File: src/hw/lmp_pkg.sv
package lmp_pkg;

  // register byte addresses on the register bus
  localparam logic [15:0] LMP_ADDR_PHASE_POLARITY = 16'h2080;
  localparam logic [15:0] LMP_ADDR_CONTROL        = 16'h2100;
  localparam logic [15:0] LMP_ADDR_STATUS         = 16'h2104;
  localparam logic [15:0] LMP_ADDR_IRQ_STATUS     = 16'h2108;
  localparam logic [15:0] LMP_ADDR_IRQ_MASK       = 16'h210c;

  // phase/polarity setup fields, one hex digit each
  localparam int LMP_SENSOR_DIGIT_LSB = 0;
  localparam int LMP_PHASE_DIGIT_LSB  = 4;
  localparam int LMP_DIGIT_W          = 4;
  localparam logic [3:0] LMP_DIGIT_ZERO = 4'h0;
  localparam logic [3:0] LMP_DIGIT_ONE  = 4'h1;
  localparam logic [15:0] LMP_SETUP_RESET = 16'h0000;

  // control register bits
  localparam int LMP_CTL_RESTART    = 0;
  localparam int LMP_CTL_TOOL_REQ   = 1;
  localparam int LMP_CTL_UTIL_REQ   = 2;

  // status register bits
  localparam int LMP_ST_PHASE_B     = 0;
  localparam int LMP_ST_NO_SENSOR   = 1;
  localparam int LMP_ST_ANGLE_KNOWN = 2;
  localparam int LMP_ST_DETECTING   = 3;
  localparam int LMP_ST_SERVO_ON    = 4;
  localparam int LMP_ST_SENSOR_ALM  = 5;
  localparam int LMP_ST_READY_OK    = 6;

  // interrupt bits
  localparam int LMP_IRQ_DONE      = 0;
  localparam int LMP_IRQ_FAIL      = 1;
  localparam int LMP_IRQ_REFUSED   = 2;
  localparam int LMP_IRQ_SENS_ALM  = 3;
  localparam int LMP_IRQ_W         = 4;

  localparam logic [1:0] LMP_RESP_OKAY   = 2'b00;
  localparam logic [1:0] LMP_RESP_SLVERR = 2'b10;

  typedef enum logic [1:0] {
    LMP_IDLE,
    LMP_RUN,
    LMP_ENABLED
  } lmp_state_type;

endpackage : lmp_pkg

File: src/hw/lmp_axil_slave.sv
`timescale 1ns/1ps
// AXI4-Lite handshake: takes address and data in either order, one
// write and one read at a time; register decode lives in the parent
module lmp_axil_slave (
  input  wire logic        aclk,
  input  wire logic        aresetn,
  input  wire logic [15:0] s_awaddr,
  input  wire logic        s_awvalid,
  output logic             s_awready,
  input  wire logic [31:0] s_wdata,
  input  wire logic [3:0]  s_wstrb,
  input  wire logic        s_wvalid,
  output logic             s_wready,
  output logic [1:0]       s_bresp,
  output logic             s_bvalid,
  input  wire logic        s_bready,
  input  wire logic [15:0] s_araddr,
  input  wire logic        s_arvalid,
  output logic             s_arready,
  output logic [31:0]      s_rdata,
  output logic [1:0]       s_rresp,
  output logic             s_rvalid,
  input  wire logic        s_rready,
  output logic             wr_en,
  output logic [15:0]      wr_addr,
  output logic [31:0]      wr_data,
  output logic [3:0]       wr_strb,
  input  wire logic        wr_ok,
  output logic [15:0]      rd_addr,
  input  wire logic [31:0] rd_data,
  input  wire logic        rd_ok
);
  localparam logic [1:0] LMP_RESP_OKAY_L   = lmp_pkg::LMP_RESP_OKAY;
  localparam logic [1:0] LMP_RESP_SLVERR_L = lmp_pkg::LMP_RESP_SLVERR;

  logic        aw_have_q;
  logic        w_have_q;
  logic [15:0] awaddr_q;
  logic [31:0] wdata_q;
  logic [3:0]  wstrb_q;
  logic        ar_go;
  logic        aw_go;
  logic        w_go;
  logic        aw_have_d;
  logic        w_have_d;
  logic        bvalid_d;
  logic        rvalid_d;

  // readies are registered from the next slot state, so the top keeps
  // flop-driven outputs; ready still drops on the edge that fills a slot
  assign aw_go     = s_awvalid & s_awready;
  assign w_go      = s_wvalid & s_wready;
  assign wr_en     = aw_have_q & w_have_q & ~s_bvalid;
  assign aw_have_d = ~wr_en & (aw_have_q | aw_go);
  assign w_have_d  = ~wr_en & (w_have_q | w_go);
  assign bvalid_d  = wr_en | (s_bvalid & ~s_bready);
  assign ar_go     = s_arvalid & s_arready;
  assign rvalid_d  = ar_go | (s_rvalid & ~s_rready);
  assign wr_addr   = awaddr_q;
  assign wr_data   = wdata_q;
  assign wr_strb   = wstrb_q;
  assign rd_addr   = s_araddr;

  // write channel capture and response
  always_ff @(posedge aclk) begin
    if (!aresetn) begin
      aw_have_q <= 1'b0;
      w_have_q  <= 1'b0;
      awaddr_q  <= 16'h0000;
      wdata_q   <= 32'h0000_0000;
      wstrb_q   <= 4'h0;
      s_bvalid  <= 1'b0;
      s_bresp   <= LMP_RESP_OKAY_L;
      s_awready <= 1'b0;
      s_wready  <= 1'b0;
    end else begin
      s_awready <= ~aw_have_d & ~bvalid_d;
      s_wready  <= ~w_have_d & ~bvalid_d;
      if (aw_go) begin
        aw_have_q <= 1'b1;
        awaddr_q  <= s_awaddr;
      end
      if (w_go) begin
        w_have_q <= 1'b1;
        wdata_q  <= s_wdata;
        wstrb_q  <= s_wstrb;
      end
      if (wr_en) begin
        aw_have_q <= 1'b0;
        w_have_q  <= 1'b0;
        s_bvalid  <= 1'b1;
        s_bresp   <= wr_ok ? LMP_RESP_OKAY_L : LMP_RESP_SLVERR_L;
      end else if (s_bvalid && s_bready) begin
        s_bvalid <= 1'b0;
      end
    end
  end

  // read channel: data registered one cycle after the address
  always_ff @(posedge aclk) begin
    if (!aresetn) begin
      s_rvalid  <= 1'b0;
      s_rdata   <= 32'h0000_0000;
      s_rresp   <= LMP_RESP_OKAY_L;
      s_arready <= 1'b0;
    end else begin
      s_arready <= ~rvalid_d;
      if (ar_go) begin
        s_rvalid <= 1'b1;
        s_rdata  <= rd_ok ? rd_data : 32'h0000_0000;
        s_rresp  <= rd_ok ? LMP_RESP_OKAY_L : LMP_RESP_SLVERR_L;
      end else if (s_rvalid && s_rready) begin
        s_rvalid <= 1'b0;
      end
    end
  end
endmodule // lmp_axil_slave

File: src/hw/lmp_polarity_setup.sv
`timescale 1ns/1ps
// Operation
// - phase digit 0 picks A-lead commutation, 1 picks B-lead, after restart
// - sensor digit 0 means sensor fitted, 1 means none, after restart
// - sensor configured but absent raises sensor fault alarm at power-up
// - incremental encoder without sensor loses detected angle at power-up
// - absolute encoder keeps detection result stored in the encoder
// - without sensor, servo-on refused until detection has succeeded
// - detection starts from servo-on (incremental only), tool or utility
// - start needs no-sensor, axes off, main power, no base block, no other or sensor fault alarm
// - start also needs motorless test off and no overtravel
// - servo-on started detection gives ready and enabled on completion
module lmp_polarity_setup
  import lmp_pkg::*;
(
  input  wire logic        aclk,
  input  wire logic        aresetn,
  input  wire logic [15:0] s_awaddr,
  input  wire logic        s_awvalid,
  output logic             s_awready,
  input  wire logic [31:0] s_wdata,
  input  wire logic [3:0]  s_wstrb,
  input  wire logic        s_wvalid,
  output logic             s_wready,
  output logic [1:0]       s_bresp,
  output logic             s_bvalid,
  input  wire logic        s_bready,
  input  wire logic [15:0] s_araddr,
  input  wire logic        s_arvalid,
  output logic             s_arready,
  output logic [31:0]      s_rdata,
  output logic [1:0]       s_rresp,
  output logic             s_rvalid,
  input  wire logic        s_rready,
  input  wire logic        servo_on_cmd,
  input  wire logic        other_axis_servo_on,
  input  wire logic        main_power_on,
  input  wire logic        hardwired_base_block,
  input  wire logic        other_alarm_active,
  input  wire logic        phase_info_mismatch_alarm,
  input  wire logic [3:0]  motorless_test_param,
  input  wire logic        overtravel,
  input  wire logic        encoder_absolute,
  input  wire logic        encoder_angle_stored,
  input  wire logic        sensor_present,
  input  wire logic        detect_done,
  input  wire logic        detect_fail,
  output logic             detect_start,
  output logic             store_to_encoder,
  output logic             phase_b_lead,
  output logic             servo_enable,
  output logic             servo_ready,
  output logic             polarity_sensor_fault_alarm,
  output logic             irq
);
  logic [15:0] setup_param_q;
  logic [15:0] active_param_q;
  logic        restart_q;
  logic        angle_known_q;
  logic        from_servo_q;
  logic [LMP_IRQ_W-1:0] irq_st_q;
  logic [LMP_IRQ_W-1:0] irq_mask_q;
  lmp_state_type state_q;
  lmp_state_type state_d;

  logic        wr_en;
  logic [15:0] wr_addr;
  logic [31:0] wr_data;
  logic [3:0]  wr_strb;
  logic        wr_ok;
  logic [15:0] rd_addr;
  logic [31:0] rd_data;
  logic        rd_ok;

  logic no_sensor;
  logic phase_b;
  logic prereq_ok;
  logic servo_req;
  logic tool_req;
  logic util_req;
  logic any_req;
  logic start_now;
  logic refused;
  logic servo_allowed;
  logic [LMP_IRQ_W-1:0] irq_set;
  logic [31:0] status_word;

  // one hex digit of a setup word
  function automatic logic [3:0] digit(input logic [15:0] w, input int lsb);
    digit = w[lsb +: LMP_DIGIT_W];
  endfunction

  // address match helper shared by read and write decode
  function automatic logic hit(input logic [15:0] a, input logic [15:0] r);
    hit = (a == r);
  endfunction

  lmp_axil_slave u_bus (
    .aclk      (aclk),
    .aresetn   (aresetn),
    .s_awaddr  (s_awaddr),
    .s_awvalid (s_awvalid),
    .s_awready (s_awready),
    .s_wdata   (s_wdata),
    .s_wstrb   (s_wstrb),
    .s_wvalid  (s_wvalid),
    .s_wready  (s_wready),
    .s_bresp   (s_bresp),
    .s_bvalid  (s_bvalid),
    .s_bready  (s_bready),
    .s_araddr  (s_araddr),
    .s_arvalid (s_arvalid),
    .s_arready (s_arready),
    .s_rdata   (s_rdata),
    .s_rresp   (s_rresp),
    .s_rvalid  (s_rvalid),
    .s_rready  (s_rready),
    .wr_en     (wr_en),
    .wr_addr   (wr_addr),
    .wr_data   (wr_data),
    .wr_strb   (wr_strb),
    .wr_ok     (wr_ok),
    .rd_addr   (rd_addr),
    .rd_data   (rd_data),
    .rd_ok     (rd_ok)
  );

  // write decode; control register bits are self-clearing strobes
  wire wr_setup = wr_en & hit(wr_addr, LMP_ADDR_PHASE_POLARITY);
  wire wr_ctl   = wr_en & hit(wr_addr, LMP_ADDR_CONTROL);
  wire wr_ist   = wr_en & hit(wr_addr, LMP_ADDR_IRQ_STATUS);
  wire wr_imask = wr_en & hit(wr_addr, LMP_ADDR_IRQ_MASK);
  assign wr_ok = hit(wr_addr, LMP_ADDR_PHASE_POLARITY)
               | hit(wr_addr, LMP_ADDR_CONTROL)
               | hit(wr_addr, LMP_ADDR_STATUS)
               | hit(wr_addr, LMP_ADDR_IRQ_STATUS)
               | hit(wr_addr, LMP_ADDR_IRQ_MASK);
  assign tool_req = wr_ctl & wr_strb[0] & wr_data[LMP_CTL_TOOL_REQ];
  assign util_req = wr_ctl & wr_strb[0] & wr_data[LMP_CTL_UTIL_REQ];
  wire restart_req = wr_ctl & wr_strb[0] & wr_data[LMP_CTL_RESTART];

  // phase order from the latched copy only
  assign phase_b = digit(active_param_q, LMP_PHASE_DIGIT_LSB) == LMP_DIGIT_ONE;
  // sensor choice from the latched copy only
  assign no_sensor =
    digit(active_param_q, LMP_SENSOR_DIGIT_LSB) == LMP_DIGIT_ONE;

  assign prereq_ok = no_sensor & ~servo_enable & ~other_axis_servo_on
                   & main_power_on & ~hardwired_base_block
                   & ~other_alarm_active & ~polarity_sensor_fault_alarm
                   & (motorless_test_param == LMP_DIGIT_ZERO) & ~overtravel;

  // servo-on trigger only with incremental encoder and angle unknown
  assign servo_req = servo_on_cmd & ~encoder_absolute & no_sensor
                   & ~angle_known_q & ~servo_enable;
  assign any_req   = servo_req | tool_req | util_req;
  assign start_now = (state_q == LMP_IDLE) & any_req & prereq_ok;
  // a servo-on level is not counted as refused while it waits
  assign refused   = (tool_req | util_req) & ~start_now;

  // servo-on only with sensor or a known angle
  assign servo_allowed = (~no_sensor | angle_known_q)
                       & ~polarity_sensor_fault_alarm
                       & main_power_on & ~hardwired_base_block;

  // detection sequencer
  always_comb begin
    state_d = state_q;
    case (state_q)
      LMP_IDLE: begin
        if (start_now) begin
          state_d = LMP_RUN;
        end
      end
      LMP_RUN: begin
        if (detect_done || detect_fail) begin
          state_d = LMP_IDLE;
        end
      end
      default: begin
        state_d = LMP_IDLE;
      end
    endcase
  end

  assign irq_set[LMP_IRQ_DONE]     = (state_q == LMP_RUN) & detect_done;
  assign irq_set[LMP_IRQ_FAIL]     = (state_q == LMP_RUN) & detect_fail
                                   & ~detect_done;
  assign irq_set[LMP_IRQ_REFUSED]  = refused;
  assign irq_set[LMP_IRQ_SENS_ALM] = restart_q & ~sensor_present
    & (digit(setup_param_q, LMP_SENSOR_DIGIT_LSB) == LMP_DIGIT_ZERO);

  // restart latches the stored setup; mirrors a power cycle
  always_ff @(posedge aclk) begin
    if (!aresetn) begin
      setup_param_q  <= LMP_SETUP_RESET;
      active_param_q <= LMP_SETUP_RESET;
      restart_q      <= 1'b1;
    end else begin
      if (wr_setup && wr_strb[0]) begin
        setup_param_q[7:0] <= wr_data[7:0];
      end
      if (wr_setup && wr_strb[1]) begin
        setup_param_q[15:8] <= wr_data[15:8];
      end
      restart_q <= restart_req;
      if (restart_q) begin
        active_param_q <= setup_param_q;
      end
    end
  end

  // sequencer state and completed-detection flag
  always_ff @(posedge aclk) begin
    if (!aresetn) begin
      state_q       <= LMP_IDLE;
      angle_known_q <= 1'b0;
      from_servo_q  <= 1'b0;
    end else begin
      state_q <= state_d;
      if (start_now) begin
        from_servo_q <= servo_req;
      end
      if (irq_set[LMP_IRQ_DONE]) begin
        angle_known_q <= 1'b1;
      // angle lost at restart unless stored
      end else if (restart_q) begin
        angle_known_q <= encoder_absolute & encoder_angle_stored;
      end
    end
  end

  // outputs, all registered
  always_ff @(posedge aclk) begin
    if (!aresetn) begin
      detect_start                <= 1'b0;
      store_to_encoder            <= 1'b0;
      phase_b_lead                <= 1'b0;
      servo_enable                <= 1'b0;
      servo_ready                 <= 1'b0;
      polarity_sensor_fault_alarm <= 1'b0;
      irq                         <= 1'b0;
    end else begin
      detect_start <= start_now;
      // save result to the absolute encoder
      store_to_encoder <= irq_set[LMP_IRQ_DONE] & encoder_absolute;
      phase_b_lead <= phase_b;
      // fault latched at restart, cleared at next good restart
      if (irq_set[LMP_IRQ_SENS_ALM]) begin
        polarity_sensor_fault_alarm <= 1'b1;
      end else if (restart_q) begin
        polarity_sensor_fault_alarm <= 1'b0;
      end
      servo_ready <= servo_allowed;
      // servo-on started detection enables on completion
      if (irq_set[LMP_IRQ_DONE] && from_servo_q && servo_on_cmd) begin
        servo_enable <= 1'b1;
        servo_ready  <= 1'b1;
      end else if (!servo_on_cmd || !servo_allowed) begin
        servo_enable <= 1'b0;
      end else if (state_q == LMP_IDLE) begin
        servo_enable <= 1'b1;
      end
      irq <= |((irq_st_q | irq_set) & irq_mask_q);
    end
  end

  // sticky events; a set in the clearing cycle wins
  always_ff @(posedge aclk) begin
    if (!aresetn) begin
      irq_st_q   <= '0;
      irq_mask_q <= '0;
    end else begin
      if (wr_ist && wr_strb[0]) begin
        irq_st_q <= (irq_st_q & ~wr_data[LMP_IRQ_W-1:0]) | irq_set;
      end else begin
        irq_st_q <= irq_st_q | irq_set;
      end
      if (wr_imask && wr_strb[0]) begin
        irq_mask_q <= wr_data[LMP_IRQ_W-1:0];
      end
    end
  end

  // read decode
  assign status_word = {25'h0000000,
                        servo_ready,
                        polarity_sensor_fault_alarm,
                        servo_enable,
                        state_q == LMP_RUN,
                        angle_known_q,
                        no_sensor,
                        phase_b};
  wire rd_setup = hit(rd_addr, LMP_ADDR_PHASE_POLARITY);
  wire rd_ctl   = hit(rd_addr, LMP_ADDR_CONTROL);
  wire rd_st    = hit(rd_addr, LMP_ADDR_STATUS);
  wire rd_ist   = hit(rd_addr, LMP_ADDR_IRQ_STATUS);
  wire rd_imask = hit(rd_addr, LMP_ADDR_IRQ_MASK);
  assign rd_ok   = rd_setup | rd_ctl | rd_st | rd_ist | rd_imask;
  assign rd_data = rd_setup ? {16'h0000, setup_param_q}
                 : rd_st    ? status_word
                 : rd_ist   ? {28'h0000000, irq_st_q}
                 : rd_imask ? {28'h0000000, irq_mask_q}
                 : 32'h0000_0000;
endmodule // lmp_polarity_setup

File: config.mk
export PLATFORM = sky130hd
export DESIGN_NAME = lmp_polarity_setup
export DESIGN_NICKNAME = d
export VERILOG_FILES = /design/src/hw/lmp_pkg.sv /design/src/hw/lmp_axil_slave.sv /design/src/hw/lmp_polarity_setup.sv
export SDC_FILE = /design/constraint.sdc
export NUM_CORES = 1
export LEC_CHECK = 0
export ABC_AREA = 1
export BUFFER_PORTS_ARGS = -buffer_cell sky130_fd_sc_hd__buf_2
export CELL_PAD_IN_SITES_DETAIL_PLACEMENT = 0
export CELL_PAD_IN_SITES_GLOBAL_PLACEMENT = 2
export CORE_UTILIZATION = 29
export DETAILED_ROUTE_END_ITERATION = 10
export MAX_ROUTING_LAYER = met4
export PLACE_DENSITY = 0.92
export SETUP_SLACK_MARGIN = 0.15
export SYNTH_ARGS = -nofsm -noshare
export SYNTH_HDL_FRONTEND = slang
export SYNTH_SLANG_ARGS = --single-unit
export TNS_END_PERCENT = 1
File: constraint.sdc
create_clock -name aclk -period 3.9 [get_ports aclk]
set_input_delay 0.195 -clock aclk [delete_from_list [all_inputs] [get_ports aclk]]
set_output_delay 0.195 -clock aclk [all_outputs]
set_load 0.05 [all_outputs]
# == Yosys cells after proc, flatten, opt, wreduce, memory -nomap -nowiden ==
# Cells that the tools add are included.
# word_totals
reg_bits,121
inputBits,91
word_cells,176
# classes
n_eq_ne,15
muxes,23
bitwise_logic,86
n_reduce_logical,23
# ops
operator,n
$eq 16x14->1 const B,10
$and 1x1->1,44
$mux 16,2
$not 1->1,21
$or 1x1->1,16
$mux 1,12
$mux 4,3
$and 4x4->4,2
$eq 4x1->1 const B,2
$logic_and 1x1->1,8
$logic_not 4->1,2
$mux 2,4
$or 4x4->4,2
$reduce_bool 2->1,4
$mux 7,1
$not 4->4,1
$pmux 2 s2,1
$reduce_or 4->1,1
$reduce_bool 3->1,1
$eq 2x1->1 const B,1
$logic_not 1->1,2
$logic_not 2->1,1
$logic_or 1x1->1,2
$ne 2x1->1 const B,1
other kinds (3),3

# == Depth between registers and ports, before layout ==
# Gate-level depths: netlist of the first run.
# depth
ltp_word,15
depth_mapped,12

# == Cells and area by module ==
# Synthesis of the first run repeated with hierarchy kept, for this count alone.
# hier_totals
cells_unflattened,841
hier_area_um2,5954.5
# modules_own_cells
module,n_inst,cells_per_inst,area_each_um2,seq_area_each_um2
lmp_axil_slave,1,524,3748.6,1861.8
lmp_polarity_setup,1,317,2205.9,860.8

# == Worst setup path after synthesis of the first run ==
# OpenSTA, ideal clock, no wires.
# synth_path
path_kind,register to register
from,reg u_bus.s_arready
to,reg u_bus.s_rdata[1]
arrival_ns,1.516
required_time_ns,3.835
path_slack_ns,2.319
path_stages_with_launch,8
path_cell_list,dfxtp_1 -> nand2_1 -> inv_1 -> clkbuf_1 -> nand3_1 -> nor2_1 -> nor2_1 -> nor2_1
# synth_via
elab_chain_len,1
# synth_lines
item,line_no,rtl
start: declaration,lmp_axil_slave.sv:19,"output logic s_arready,"
start signal: assignment,lmp_axil_slave.sv:107,s_arready <= ~rvalid_d;
$and 1x1->1,lmp_axil_slave.sv:57,assign ar_go = s_arvalid & s_arready;
end signal: assignment,lmp_axil_slave.sv:110,s_rdata <= rd_ok ? rd_data : 32'h0000_0000;
end: declaration,lmp_axil_slave.sv:20,"output logic [31:0] s_rdata,"
# No other way between the ends.
# A chain may end at the register's enable or synchronous reset.

# == Final worst setup path of the first run ==
# layout_path
from,reg u_bus.s_wready
to,reg u_bus.s_wready
# layout_via
elab_chain_len,5
# layout_lines
item,line_no,rtl
start: declaration,lmp_axil_slave.sv:13,"output logic s_wready,"
start signal: assignment,lmp_axil_slave.sv:78,s_wready <= ~w_have_d & ~bvalid_d;
$and 1x1->1,lmp_axil_slave.sv:52,assign w_go = s_wvalid & s_wready;
$or 1x1->1,lmp_axil_slave.sv:55,assign w_have_d = ~wr_en & (w_have_q | w_go);
$and 1x1->1,lmp_axil_slave.sv:55,
$not 1->1,lmp_axil_slave.sv:78,
$and 1x1->1,lmp_axil_slave.sv:78,
# No other way between the ends.

==> out/metrics.cfg, run 1 <==
[timing]
setup_violations=0
clock_skew_ns=0.00581
setup_tns_ns=0
grt_setup_unrepaired=no
worst_pin_slew_ns=1.13
hold_viol_final=0
fin_crit_ns=1.79
drv_slew=0
fin_ws_ns=2.11
fin_crit_sh_pct=45.9
hold-worst-slack_ns=0.0955
fmax_mhz=559
slew_headroom_pct=24.3

[synthesis]
avgSynthCellArea_um2=6.97
yosysUniqueCellTypes=31
yosys.area_share.simple_pct=28.2
synth_top_family_by_area=simple AND/OR/NAND/NOR gates
syn_area_um2=4430
synth_compound_area_share_pct=13.9
synthMuxAreaShare_pct=0
seq_area_frac_synth_pct=46.1
yosysWarnings=0
synth_xor_area_share_pct=0
syn_inst=636
synth_fa_ha_area_share_pct=0
ys_seq_elements=102

[critical_path]
worstSetupPathType=reg -> reg
required_ns=4.14
cp_max_fo=21
slowest_delay_ns=0.56
cp.arrival_ns=2.03
cpLargestDelayFamily=simple AND/OR/NAND/NOR gates
worstSetupStartpointType=register
path_buf_inv=1
crit_chain=nand2_1, clkinv_1, nor4_1
setup.worst_path.end_class=register
crit_slowest_cell=clkinv_1

[final_layout]
nets=816
syn_to_final_growth_pct=19.1
fillers=1601
layout_common_cells=nor2_1 (147), dfxtp_1 (102), buf_2 (101)
utilization_pct=35.9
antenna-diode-count=0
drive_above_1_share_pct=17.4
final_cells=913
layout_commonest_cell=nor2_1

[pwr]
ir_worst_vdd_mv=0.292
leakagePower_uw=0.00232
power.density_nw_per_um2=413

[placement]
dp_hpwl_mm=8.09
pre_cts_ws_ns=1.92
place_congestion=0.825
portBuffers=101
dp.cells=898

[drt]
dr_total_vias=4070
wl_mm=10.8
vias_per_cell=4.46
drc=9
ant_nets=0
dr.pass1.iters=11
drt_iter0_markers=171
wire_per_inst_um=11.9

[grt]
grt_pass1_vias=3862
grt_pass1_wl_mm=18.0
grt_overflow=0
antenna_found_initial=0
grt_usage_pct=14.7
grt_max_degree=69

[die]
core_area_um2=14700
start_util_pct=30.1
die_area_um2=15800
die_h_um=126
rows=44
io_pins=139
die_w_um=126

[run]
drv_cap=0

[status]
violations=DRC
status=finished, violations left

[clocking]
cts_htree_levels=3
numCtsBuffers=9
clock_sinks=102
cts_resized=0
clk_latency_ns=0.34
clock_tree.buffer_depth=2
postCtsHoldBufs=0
cts_root_buf=clkbuf_16
clk_pin_slew_worst_paths_ns=0.07
cts_setup_buffers=0
cts_tree=yes

[worst_hold_path]
hold_path.class=in -> reg

per-stage QoR:
stage	power (µW)	area, µm²
CTS	2210	5280
floorplan	1310	4490
global placement	1370	5000
global route	2280	5280
finish	2180	5280
detailed placement	1380	5000
cell usage after synthesis (all sizes together):
master / number / area (µm²)
nor3: 5 / 25.0
nand4: 8 / 50.1
o21ai: 65 / 325
a31oi: 4 / 25.0
nand2: 98 / 378
a21boi: 1 / 7.51
a211oi: 1 / 7.51
nand3: 27 / 148
or2: 1 / 6.26
conb: 1 / 3.75
a22oi: 1 / 7.51
clkinv: 1 / 3.75
nand3b: 2 / 15.0
o22ai: 3 / 18.8
inv: 75 / 282
buf: 21 / 159
dfxtp: 102 / 2040
o2111ai: 1 / 8.76
nor2: 151 / 582
a21oi: 43 / 215
and2: 1 / 6.26
clkbuf: 20 / 75.1
nor4: 4 / 40.0
worst reg2reg max path, stage by stage, from the launching register on:
cell	delay, ns
dfxtp_1	0.31
nand2_1	0.42
clkinv_1	0.57
nor4_1	0.39
kinds of logic after synthesis:
group,after synthesis
AOI/OAI and AO/OA,119
buffers and inverters,117
other,1
DFF,102
and+or+nand+nor,297
report_power, final:
part           total (µW)  internal, µW  switching [µW]
clock network         831           449             382
logic                 241          71.7             169
registers            1110          1080            27.7
metal layers:
metal | part of all wire (%) | up-vias | track usage [%]
li1 | - | 2153 | -
met5 | 0 | - | -
met2 | 43 | 129 | 21.9
met3 | 5.8 | 12 | 3.17
met1 | 50 | 1776 | 19.0
met4 | 1.6 | 0 | 6.24
worst paths after layout:
| kind | from | endpoint | slack, ns | depth (start not counted) |
|---|---|---|---|---|
| max | u_bus.s_wready | u_bus.s_wready | 2.11 | 3 |
| min | s_awaddr[8] | u_bus.wr_addr[8] | 0.1 | 3 |
| max reg2reg | u_bus.s_wready | u_bus.s_wready | 2.11 | 3 |
| min reg2reg | u_bus.wr_strb[0] | u_bus.wr_strb[0] | 0.45 | 2 |
cell type report:
cell class | count | area [µm²] | area share, %
clock buffers | 11 | 243 | 4.60
inverters | 76 | 285 | 5.41
repair buffers | 102 | 513 | 9.72
clock inverters | 4 | 31.3 | 0.593
multi-input cells | 434 | 1930 | 36.6
well taps | 184 | 230 | 4.36
flip-flops and latches | 102 | 2040 | 38.7
sequential cells by signal, summed over array words and instances (netlist names), 2 cells and up:
register        flops
u_bus.wr_strb       2
irq_mask_q          4
u_bus.s_rdata      16
u_bus.wr_data      16
irq_st_q            4
setup_param_q      16
u_bus.wr_addr      16
active_param_q      8
Note: power is estimated with default switching activity, not from simulation.
==> inputs of run 2 (changes only) <==
- CORE_UTILIZATION: 29 -> 27
- PLACE_DENSITY: 0.92 -> 0.87
- clock period: 3.9 -> 1.8 ns (I/O delays scaled with it)
==> run 2 against run 1 <==
The flow now finishes without violations. Wire length grew 4.4%. Register-to-register slack lost 1.9 ns. First-iteration DRC count shrank 5.3%. Cell count grew 8.0%. Global-route usage shrank 0.41 points. Largest power group unchanged. Die area grew 7.3%. Utilization is essentially flat. Clock power grew 120%. Non-clock buffer count grew 39. Design area grew 8.5%.
==> out/metrics.cfg, run 2 (synthesis gave the netlist of run 1 again) <==
[clocking]
cts_htree_levels=3  ; unchanged
cts_root_buf=clkbuf_16
clk_pin_slew_worst_paths_ns=0.07  ; about the same
numCtsBuffers=9  ; unchanged
clock_tree.buffer_depth=2  ; unchanged
cts_tree=yes
clock_sinks=102  ; unchanged
clk_latency_ns=0.35  ; about the same

[grt]
antenna_found_initial=0  ; unchanged
grt.met2_usage_pct=22.1  ; +0.16 points
met1_usage_pct=18.2  ; -0.79 points
grt_max_degree=69  ; unchanged
grt_usage_pct=14.3  ; -0.41 points
busiest_layer=met2
use_met3_pct=3.28  ; +0.11 points
grt_pass1_wl_mm=18.2  ; +1.5%
grt_pass1_vias=3871  ; +0.23%
grt_overflow=0  ; unchanged

[pwr]
fin_total_pwr_uw=4850  ; +120%
leakagePower_uw=0.00252  ; +9.0%
power.density_nw_per_um2=846  ; +100%
ir_worst_vdd_mv=0.587  ; +100%

[final_layout]
syn_to_final_growth_pct=29.2
layout_commonest_cell=nor2_1
drive_above_1_share_pct=19.4  ; +1.9 points
design_area_um2=5730  ; +8.5%
final_cells=986  ; +8.0%
fillers=1745  ; +9.0%
antenna-diode-count=0  ; unchanged
layout_common_cells=nor2_1 (145), dfxtp_1 (102), buf_2 (101)
nets=856  ; +4.9%

[timing]
worst_pin_slew_ns=0.594  ; -0.540 ns
grt_setup_unrepaired=yes
fin_crit_ns=1.57  ; -0.220 ns
clock_skew_ns=0.00932  ; +0.00350 ns
hold_viol_final=0  ; unchanged
setup_violations=0  ; unchanged
fmax_mhz=637  ; +14%
slew_headroom_pct=60.4  ; +36 points
setup_tns_ns=0  ; unchanged
fin_crit_sh_pct=87.2  ; +41 points
drv_slew=0  ; unchanged

[drt]
wire_per_inst_um=11.5  ; -3.4%
dr.pass1.iters=4  ; -7
wl_mm=11.3  ; +4.4%
drc=0  ; -9
ant_nets=0  ; unchanged
vias_per_cell=4.19  ; -6.0%
drt_iter0_markers=162  ; -5.3%
dr_total_vias=4131  ; +1.5%

[placement]
dp_hpwl_mm=8.25  ; +2.0%
placed_cell_area_um2=5160  ; +3.2%
portBuffers=101  ; unchanged
place_congestion=0.793  ; -4.0%
dp.cells=944  ; +5.1%

[critical_path]
worstSetupPathType=reg -> reg
cp.arrival_ns=1.82  ; -0.21 ns
required_ns=2.05  ; -2.09 ns
worstSetupStartpointType=register
setup.worst_path.end_class=register
cp_max_fo=8  ; -62%

[status]
status=finished, final reports clean

[die]
rows=46  ; +4.5%
io_pins=139  ; unchanged
core_area_um2=15900  ; +8.5%
die_h_um=130  ; +3.6%
die_area_um2=16900  ; +7.3%
start_util_pct=27.8  ; -2.4 points
die_w_um=130  ; +3.6%

[run]
drv_cap=0  ; unchanged

[worst_hold_path]
hold_path.class=in -> reg

## run 2: changes by cell type in the layout (fill, tap and decap cells not counted), sizes merged
cell         before  now
clkbuf           11   10
clkinv            1    3
nand3            27   28
inv              76   78
clkinvlp          3    1
buf             102  118
dlygate4sd3       0   23
## run 2: repair_timing
| action | in CTS | in global routing |
|---|---|---|
| pin swaps | 1 | 1 |
| hold endpoints to repair | 23 | 0 |
| hold buffers | 23 | 0 |
| endpoints found under the setup margin | 22 | 18 |
| gates cloned | 0 | 1 |
| resized for setup | 1 | 6 |
| setup buffers | 1 | 1 |
## run 2: worst paths after layout
check                         start                end  slack (ns)  depth (start not counted)
hold / removal          s_awaddr[0]   u_bus.wr_addr[0]        0.01                          3
setup / recovery  u_bus.wr_addr[14]  setup_param_q[15]        0.23                          7
setup reg to reg  u_bus.wr_addr[14]  setup_param_q[15]        0.23                          7
hold reg to reg   setup_param_q[12]  u_bus.s_rdata[12]        0.46                          2
## run 2: critical path, cell delays in order, from the launching register on
cell	delay (ns)
dfxtp_1	0.32
nor2_1	0.11
nand3_1	0.18
nor4_4	0.24
buf_4	0.21
nand3_2	0.19
o21ai_1	0.18
nor2_1	0.05
## run 2: power by group
group	switching [µW]	total [µW]	internal [µW]	leakage, µW
combinational	389	600	210	0.00156
sequential	53.0	2390	2340	0.000831
clock	889	1850	963	0.000137
total	1330	4850	3510	0.00252
## run 2: area by class of cell
| type | instances | area [µm²] | area share (%) |
|---|---|---|---|
| timing repair buffer | 141 | 876 | 15.3 |
| multi-input combinational | 435 | 1970 | 34.4 |
| clock inverter | 6 | 55.1 | 0.962 |
| clock buffer | 10 | 229 | 4.00 |
| sequential | 102 | 2040 | 35.7 |
| tap | 216 | 270 | 4.72 |
| inverter | 76 | 285 | 4.98 |
## run 2: through the flow
| stage | setup slack, ns | util [%] | hold slack, ns |
|---|---|---|---|
| floorplan | 0.219 | - | 0.232 |
| global placement | 0.121 | 32.4 | 0.341 |
| detailed placement | 0.0298 | 32.4 | 0.347 |
| CTS | 0.0936 | 35.7 | 0.00180 |
| global route | 0.0849 | 35.9 | 0.0289 |
| finish | 0.230 | 35.9 | 0.00966 |
## run 2: routing by layer
metal,vias up,share of wire [%]
met3,11,4.5
met1,1778,50
met5,-,0
met4,0,1.5
met2,97,44
li1,2245,-
==> inputs of run 3 (changes only) <==
--- a/config.mk
+++ b/config.mk
@@ -12,5 +12,4 @@
 export CORE_UTILIZATION = 27
 export DETAILED_ROUTE_END_ITERATION = 10
-export MAX_ROUTING_LAYER = met4
 export PLACE_DENSITY = 0.87
 export SETUP_SLACK_MARGIN = 0.15
==> constraint.sdc (replaced) <==
create_clock -name aclk -period 1.8 [get_ports aclk]
set_input_delay 0.09 -clock aclk [delete_from_list [all_inputs] [get_ports aclk]]
set_output_delay 0.09 -clock aclk [all_outputs]
set_load 0.1 [all_outputs]
==> run 3 against run 2 <==
Total power rose by 8.4%. Combinational power rose by 20%. Via count is 0.44% higher. First-iteration DRC count rose by 19%. Sequential power is essentially flat. Global-route usage decreased by 0.62 points. Clock skew is essentially flat. Maximum frequency rose by 0.74%. Critical endpoint is now setup_param_q[8]. Largest cell class unchanged.
==> out/metrics.cfg, run 3 (synthesis gave the netlist of run 1 again) <==
[status]
status=finished, final reports clean

[grt]
grt_max_degree=69  ; unchanged
grt_usage_pct=13.6  ; -0.62 points
grt_overflow=0  ; unchanged
grt_pass1_wl_mm=18.0  ; -1.2%
antenna_found_initial=0  ; unchanged
grt_pass1_vias=3817  ; -1.4%

[critical_path]
worstSetupStartpointType=register
setup.worst_path.end_class=register
cp_max_fo=16  ; +8
crit_slowest_cell=dfxtp_1
path_buf_inv=1  ; unchanged
slowest_delay_ns=0.33  ; about the same
required_ns=2.04  ; about the same
cp.arrival_ns=1.80  ; -0.02 ns
worstSetupPathType=reg -> reg
cpLargestDelayFamily=simple AND/OR/NAND/NOR gates
crit_chain=nor2_4, nand2_2, nor4_4, buf_4, nand3_4, o21ai_1, nor2_1

[die]
die_w_um=130  ; unchanged
rows=46  ; unchanged
io_pins=139  ; unchanged
die_h_um=130  ; unchanged
die_area_um2=16900  ; unchanged
core_area_um2=15900  ; unchanged
start_util_pct=27.8  ; unchanged

[final_layout]
antenna-diode-count=0  ; unchanged
layout_common_cells=nor2_1 (146), dfxtp_1 (101), buf_2 (101)
layout_commonest_cell=nor2_1
syn_to_final_growth_pct=28.7
utilization_pct=35.8  ; -0.15 points
drive_above_1_share_pct=19.0  ; -0.35 points
nets=849  ; -0.82%

[timing]
fmax_mhz=642  ; +0.74%
hold_viol_final=0  ; unchanged
clock_skew_ns=0.00957  ; +0.000258 ns
setup_violations=0  ; unchanged
grt_setup_unrepaired=yes
fin_crit_ns=1.56  ; -0.0115 ns
fin_crit_sh_pct=86.6  ; -0.64 points
slew_headroom_pct=60.3  ; -0.14 points
worst_pin_slew_ns=0.596  ; +0.00216 ns
drv_slew=0  ; unchanged

[pwr]
fin_total_pwr_uw=5250  ; +8.4%
ir_worst_vdd_mv=0.525  ; -11%
leakagePower_uw=0.00252  ; about the same
power.density_nw_per_um2=921  ; +8.9%

[drt]
vias_per_cell=4.24  ; +1.2%
drc=0  ; unchanged
drt_iter0_markers=193  ; +19%
dr_total_vias=4149  ; +0.44%
dr.pass1.iters=4  ; unchanged
wire_per_inst_um=11.3  ; -1.7%
wl_mm=11.0  ; -2.4%
ant_nets=0  ; unchanged

[run]
drv_cap=0  ; unchanged

[clocking]
clk_pin_slew_worst_paths_ns=0.07  ; about the same
cts_setup_buffers=0  ; -1
cts_root_buf=clkbuf_16
cts_htree_levels=3  ; unchanged
clock_tree.buffer_depth=2  ; unchanged
clk_latency_ns=0.34  ; about the same
numCtsBuffers=9  ; unchanged
cts_tree=yes
clock_sinks=102  ; unchanged

[worst_hold_path]
hold_path.class=in -> reg

[placement]
dp_hpwl_mm=8.20  ; -0.55%
portBuffers=101  ; unchanged
place_congestion=0.770  ; -2.8%

run 3: cell types whose count changed in the layout (fill, tap and decap cells not counted), sizes merged:
cell and delta:
dlygate4sd3 -4, buf -2, bufinv +2, clkbuf +1
clkinv -1, clkinvlp -1, inv -1, nand3 -1
run 3: report_power, final:
| group | switching, µW | leakage [µW] | internal [µW] | total, µW |
|---|---|---|---|---|
| combinational | 516 | 0.00153 | 201 | 717 |
| clock | 867 | 0.000162 | 1270 | 2140 |
| sequential | 53.0 | 0.000831 | 2340 | 2390 |
run 3: final cells by class:
cell class,count,area [µm²]
Tap cell,216,270
Timing Repair Buffer,135,821
Clock buffer,11,243
Sequential cell,102,2040
Multi-Input combinational cell,434,1950
Fill cell,1779,10200
Inverter,76,285
Clock inverter,5,88.8
run 3: worst min-delay path, cell delays in order:
cell and delay (ns):
buf_2 0.07, o21ai_0 0.08, nor2_1 0.08
run 3: timing repair:
item                                    4_1_cts  5_1_grt
hold buffers                                 19        0
gates resized for setup                       1        6
endpoints found under the setup margin        7       24
hold endpoints to repair                     19        0
run 3: through the flow:
stage	area [µm²]	TNS, ns	setup WS, ns	cells	hold WS [ns]
after floorplan	4500	-1.01	-0.0930	653	0.232
after global placement	5160	0	0.175	944	0.342
after detailed placement	5160	0	0.147	944	0.347
after CTS	5690	0	0.179	979	0.000425
after global routing	5700	0	0.0815	979	0.0207
final	5700	0	0.242	979	0.0120
run 3: path summary, 6_finish.rpt:
| path | startpoint | endpoint | slack, ns | cells past startpoint |
|---|---|---|---|---|
| max | u_bus.wr_addr[0] | setup_param_q[8] | 0.24 | 7 |
| min | s_wdata[11] | u_bus.wr_data[11] | 0.01 | 3 |
| max reg2reg | u_bus.wr_addr[0] | setup_param_q[8] | 0.24 | 7 |
| min reg2reg | u_bus.wr_addr[12] | u_bus.wr_addr[12] | 0.45 | 2 |
run 3: metal layers:
layer  up-vias  wire length (µm)  track usage [%]
li1       2225                 -                -
met1      1792              5530             18.1
met2       118              4620             21.3
met3        14               728             3.85
met4         0               151             4.10
met5         -                 0                0
